===== config.mk =====
export PLATFORM = sky130hd
export DESIGN_NAME = prl_latch
export DESIGN_NICKNAME = d
export VERILOG_FILES = /design/src/rtl/prl_pkg.sv /design/src/rtl/prl_sync.sv /design/src/rtl/prl_latch.sv
export SDC_FILE = /design/constraint.sdc
export NUM_CORES = 1
export LEC_CHECK = 0
export BUFFER_PORTS_ARGS = -buffer_cell sky130_fd_sc_hd__clkbuf_2
export CAP_MARGIN = 20
export CORE_MARGIN = 3
export CORE_UTILIZATION = 50
export CTS_CLUSTER_DIAMETER = 40
export DETAILED_ROUTE_END_ITERATION = 8
export MAX_ROUTING_LAYER = met4
export PLACE_DENSITY = 0.83
export RECOVER_POWER = 100
export SYNTH_ARGS = -nofsm -noshare
export SYNTH_HDL_FRONTEND = slang
export SYNTH_SLANG_ARGS = --single-unit

===== constraint.sdc =====
create_clock -name core_clk -period 4.2 [get_ports core_clk]
set_input_delay 0.21 -clock core_clk [delete_from_list [all_inputs] [get_ports core_clk]]
set_output_delay 0.21 -clock core_clk [all_outputs]
set_load 0.02 [all_outputs]

===== src/rtl/prl_pkg.sv =====
// Constants and types shared by the probe rising-edge latch.
package prl_pkg;
    localparam int unsigned POS_W          = 32;
    localparam int unsigned FLAG_W         = 16;
    localparam int unsigned FLAG_BIT       = 0;
    localparam int unsigned SBIT_SEL_W     = 4;
    localparam int unsigned SBIT_N         = 16;
    localparam logic [15:0] FLAG_RESET     = 16'h0000;
    localparam logic [31:0] POS_RESET      = 32'h0000_0000;
    localparam logic [15:0] STATUS_RESET   = 16'h0000;
    localparam int unsigned STAT_RISE_BIT  = 0;
    localparam int unsigned STAT_FALL_BIT  = 1;
    localparam int unsigned SYNC_STAGES    = 2;

    typedef enum logic [1:0] {
        PRL_IDLE  = 2'b00,
        PRL_ARMED = 2'b01,
        PRL_DONE  = 2'b11
    } prl_state_e;
endpackage


===== src/rtl/prl_sync.sv =====
// Two-stage synchroniser with a registered edge detector behind it.
`timescale 1ns/1ps
`default_nettype none
module prl_sync
(
    // Clock and reset.
    input  wire logic core_clk,
    input  wire logic rst_n,
    // Signal.
    input  wire logic din,
    output logic      level,
    output logic      rise
);
    typedef struct packed {
        logic [prl_pkg::SYNC_STAGES-1:0] sh;
        logic                            last;
    } prl_sync_s;

    prl_sync_s st_r;
    prl_sync_s st_nxt;

    always_comb
    begin
        st_nxt      = st_r;
        st_nxt.sh   = {st_r.sh[0], din};
        st_nxt.last = st_r.sh[1];
    end

    always_ff @(posedge core_clk or negedge rst_n)
    begin
        if (!rst_n)
        begin
            st_r <= '0;
        end
        else
        begin
            st_r <= st_nxt;
        end
    end

    assign level = st_r.sh[1];
    // A low sample followed by a high one gives a single pulse.
    assign rise  = st_r.sh[1] & ~st_r.last;
endmodule
`default_nettype wire


===== src/rtl/prl_latch.sv =====
// Probe one rising-edge latch with position capture and status routing.
`timescale 1ns/1ps
`default_nettype none
module prl_latch
(
    // Clock and reset.
    input  wire logic                              core_clk,
    input  wire logic                              arst_n,
    // Control from the motion control unit.
    input  wire logic                              cycle_active,
    input  wire logic                              probe_arm,
    input  wire logic                              fall_event,
    input  wire logic [prl_pkg::SBIT_SEL_W-1:0]    rt_bit_sel,
    input  wire logic                              rt_bit_en,
    // Probe pin and position feedback.
    input  wire logic                              probe_in,
    input  wire logic [prl_pkg::POS_W-1:0]         pos_fb,
    // Status toward the telegram.
    output logic [prl_pkg::FLAG_W-1:0]             probe1_rise_latched_flag,
    output logic [prl_pkg::POS_W-1:0]              rise_pos_value,
    output logic [prl_pkg::FLAG_W-1:0]             probe_status,
    output logic [prl_pkg::SBIT_N-1:0]             rt_status
);
    ////////////////////////////////////////////////////////////////////////
    logic rst_q1;
    logic rst_n;
    always_ff @(posedge core_clk or negedge arst_n)
    begin
        if (!arst_n)
        begin
            rst_q1 <= 1'b0;
            rst_n  <= 1'b0;
        end
        else
        begin
            rst_q1 <= 1'b1;
            rst_n  <= rst_q1;
        end
    end

    logic probe_rise;
    prl_sync u_sync
    (
        .core_clk (core_clk),
        .rst_n    (rst_n),
        .din      (probe_in),
        .level    (),
        .rise     (probe_rise)
    );

    ////////////////////////////////////////////////////////////////////////
    typedef struct packed {
        prl_pkg::prl_state_e          state;
        logic                         arm_last;
        logic [prl_pkg::FLAG_W-1:0]   flag;
        logic [prl_pkg::POS_W-1:0]    pos;
        logic [prl_pkg::FLAG_W-1:0]   stat;
        logic [prl_pkg::SBIT_N-1:0]   rt;
    } prl_latch_s;

    prl_latch_s st_r;
    prl_latch_s st_nxt;

    function automatic logic [prl_pkg::SBIT_N-1:0] onehot
    (
        input logic [prl_pkg::SBIT_SEL_W-1:0] sel
    );
        logic [prl_pkg::SBIT_N-1:0] v;
        v      = '0;
        v[sel] = 1'b1;
        return v;
    endfunction

    logic arm_seen;
    logic arm_drop;
    logic capture;

    // The arm input counts only inside an active probing cycle.
    assign arm_seen = cycle_active & probe_arm;
    assign arm_drop = cycle_active & st_r.arm_last & ~probe_arm;
    // Capture needs cycle, arm and a fresh edge in a waiting state.
    assign capture  = arm_seen & probe_rise
                    & (st_r.state == prl_pkg::PRL_ARMED);

    always_comb
    begin
        st_nxt          = st_r;
        st_nxt.arm_last = cycle_active ? probe_arm : st_r.arm_last;
        case (st_r.state)
            prl_pkg::PRL_IDLE:
            begin
                if (arm_seen)
                begin
                    st_nxt.state = prl_pkg::PRL_ARMED;
                end
            end
            prl_pkg::PRL_ARMED:
            begin
                if (capture)
                begin
                    st_nxt.state = prl_pkg::PRL_DONE;
                end
                else if (arm_drop)
                begin
                    st_nxt.state = prl_pkg::PRL_IDLE;
                end
            end
            prl_pkg::PRL_DONE:
            begin
                // Another capture only after the arm goes low again.
                if (arm_drop)
                begin
                    st_nxt.state = prl_pkg::PRL_IDLE;
                end
            end
            default:
            begin
                st_nxt.state = prl_pkg::PRL_IDLE;
            end
        endcase
        if (capture)
        begin
            st_nxt.flag[prl_pkg::FLAG_BIT] = 1'b1;
            st_nxt.pos                     = pos_fb;
        end
        // The flag is not touched when the cycle ends, so it holds.
        if (arm_drop)
        begin
            st_nxt.stat[prl_pkg::STAT_RISE_BIT] = 1'b0;
            st_nxt.stat[prl_pkg::STAT_FALL_BIT] = 1'b0;
        end
        else
        begin
            if (capture)
            begin
                st_nxt.stat[prl_pkg::STAT_RISE_BIT] = 1'b1;
            end
            if (cycle_active & fall_event)
            begin
                st_nxt.stat[prl_pkg::STAT_FALL_BIT] = 1'b1;
            end
        end
        // Routed flag copy on the selected real-time status bit.
        st_nxt.rt = rt_bit_en
            ? (onehot(rt_bit_sel)
               & {prl_pkg::SBIT_N{st_nxt.flag[prl_pkg::FLAG_BIT]}})
            : '0;
    end

    always_ff @(posedge core_clk or negedge rst_n)
    begin
        if (!rst_n)
        begin
            st_r.state    <= prl_pkg::PRL_IDLE;
            st_r.arm_last <= 1'b0;
            st_r.flag     <= prl_pkg::FLAG_RESET;
            st_r.pos      <= prl_pkg::POS_RESET;
            st_r.stat     <= prl_pkg::STATUS_RESET;
            st_r.rt       <= '0;
        end
        else
        begin
            st_r <= st_nxt;
        end
    end

    assign probe1_rise_latched_flag = st_r.flag;
    assign rise_pos_value           = st_r.pos;
    assign probe_status             = st_r.stat;
    assign rt_status                = st_r.rt;
endmodule
`default_nettype wire


==> results.tsv <==
metric	value	unit
Detail Placement HPWL	3470	µm
largest family of logic cells by synthesized area	buffers and inverters	
Synth Area in XOR/XNOR	0	%
die height	82.1	µm
CTS Buf Count	9	
global-route wire length before repair	7010	µm
status	finished, violations left	
Die ar.	6740	µm²
largest net degree at the start of global routing	34	
Min-Delay Path Depth	2	
Post-route DRC	0	
diode count	0	
R2R Setup Slk	1760	ps
Max VDD drop	0.231	mV
Layout area overhead	-0.562	%
Initial DRC Count	33	
fmax	409	MHz
GRT busiest layer	met2	
met3 Use GR	5.53	%
via count	1571	
CP endpoint kind	asynchronous set/reset pin	
Starting Density	52.3	%
placed cells	330	
final layout net count	314	
CP max-delay cell	clkbuf_1	
Slew headroom	-8.69	%
crit path DAT	2570	ps
mux contribution to synthesized area	16.6	%
RD Place Congestion	0.725	
worst flop-to-flop path endpoint	rise_pos_value[27]	
Via density	4.54	
port buffer count	93	
Reg clk slew, reported paths	60	ps
Worst Hold End	rise_pos_value[24]	
Syn Area/Cell	13.0	µm²
first-pass iteration count of the detailed router	4	
gr usage total	14.9	%
synth unique cells	26	
worst-path cell chain	clkbuf_1	
antenna-violating nets left	0	
chip width	82.1	µm
Final Skew	8.08	ps
initial antenna violation count	0	
failing checks	max-capacitance violations, max-slew violations	
Syn Std Cell Area	2900	µm²
DR WL/cell	13.5	µm
Rows	27	
Final Hold Fails	0	
post-synth top area share	51.0	%
Crit path max-delay family	buffers and inverters	
most common cell after layout, fill and taps aside	dfrtp_1	
Post-Layout Inst Area	2880	µm²
leakage power	1.39	nW
compound-gate portion of the synthesized area	1.69	%
CTS resizes	0	
CP required	4320	ps
final std cells w/o fill	346	
Setup Viol. Count Final	0	
Area after DPL	2870	µm²
Adder-Cell Fraction of Synth Area	0	%
number of global-route vias before repair	1472	
crit path launch type	flip-flop	
reg2reg path depth	1	
Setup WS post-layout	1760	ps
Synth Register Bits	59	
critical path's largest stage delay	1250	ps
overflow left after global routing	0	
global routing usage on met2	22.6	%
pwr dens	554	nW/µm²
Critical Path Fanout Max	32	
TNS Setup	0	ps
synth warn	0	
register area share after synthesis	51.0	%
# IOs	123	
H-tree depth	3	
CTS tree	built	
Period minus WS final	2440	ps
max-slew violation count	33	
met1 Use GR	17.8	%
Max Buffers Root-to-Sink	2	
CORE AREA	5540	µm²
WP buf/inv	1	
simple-gate share of the synthesized area	6.35	%
FF-to-FF Start	rst_n	
most frequent cells in the layout	59 x dfrtp_1, 54 x clkbuf_1, 41 x clkbuf_2	
Final Cycle Share	58.1	%
Routed Wire Length	4690	µm
Worst-Skew Late Latency	320	ps
Hold/Removal Path Class	in2reg	
Hold Crit Start	pos_fb[24]	
layout cells sized above 1	21.9	%
max-cap check violation count	1	
cell taking the most area after synthesis	dfrtp_1	
RSZ-0062 raised after global routing	false	
top post-synthesis cells by area	dfrtp_1 51%, buf_4 21%, mux2_4 15%	
clk root buf	clkbuf_8	
Place WS	2380	ps
Least-Margin Pin Slew	1630	ps
Post-Syn Instances	223	
Setup Crit Path Kind	reg2async	
Clock Sink Count	59	
post-CTS setup buffers	0	
[synthesized netlist by cell type (all sizes together)]
cell type and number:
clkbuf 2, conb 2, a21oi 4, nand2 2
buf 85, and2b 1, nand4b 1, and3 1
or3b 1, nand3 1, dfrtp 59, and3b 1
nand3b 2, o21bai 1, mux2 33, and2 1
and4b 1, nor4 7, inv 2, nor3 1
a41oi 2, nor2 13
[state kept, by name (all words and copies together) (netlist names)]
signal and count:
probe1_rise_latched_flag 1, probe_status 2, rise_pos_value 32, rst_n 1
rst_q1 1, rt_status 16, st_r 3, u_sync.level 1
u_sync.st_nxt 1, u_sync.st_r 1
[power breakdown]
group          total (mW)  switching, mW  internal, mW
Clock               0.436          0.197         0.239
Sequential          0.753         0.0648         0.689
Combinational       0.406          0.280         0.126
Total                1.59          0.542          1.05
[through the flow]
stage	hold slack, ps	utilization (%)	total power, mW
2_1_floorplan	-85.6	-	1.30
3_3_place_gp	-2.44	51.9	1.27
3_5_place_dp	-1.02	51.9	1.29
4_1_cts	81.8	55.3	1.73
5_1_grt	85.3	52.0	1.69
6_report	104	52.0	1.59
[routing by layer]
layer  vias to the layer above  part of all wire, %
li1                        731                    -
met1                       764                   40
met2                        74                   51
met3                         2                  7.5
met4                         0                 0.85
met5                         -                    0
[final cells by class]
cell class,instances,area (µm²)
clock buffers,12,155
clock inverters,2,12.5
fillers,542,2660
inverters,2,7.51
multi-input cells,103,713
flip-flops and latches,59,1480
well taps,72,90.1
repair buffers,96,424
[logic make-up after synthesis]
kind of cell	count (synthesis)
multiplexers	33
flip-flops	59
buffers and inverters	89
AO/OA/AOI/OAI	7
other	2
AND/OR/NAND/NOR	33
[worst max path at each step]
| stage | start | end | depth (start not counted) |
|---|---|---|---|
| 2_1_floorplan | rst_n | probe1_rise_latched_flag[0] | 0 |
| 3_3_place_gp | u_sync.st_r[0] | rise_pos_value[17] | 3 |
| 3_5_place_dp | u_sync.st_r[0] | rise_pos_value[17] | 3 |
| 4_1_cts | u_sync.st_r[0] | rise_pos_value[17] | 3 |
| 5_1_grt | rst_n | rise_pos_value[27] | 1 |
| 6_report | rst_n | rise_pos_value[27] | 1 |
[what timing repair did]
| item | 4_1_cts | 5_1_grt |
|---|---|---|
| hold buffers | 2 | 0 |
| endpoints found under the hold margin | 3 | 0 |
| endpoints found under the setup margin | 0 | 0 |
Power figures use the tool's default switching activity.
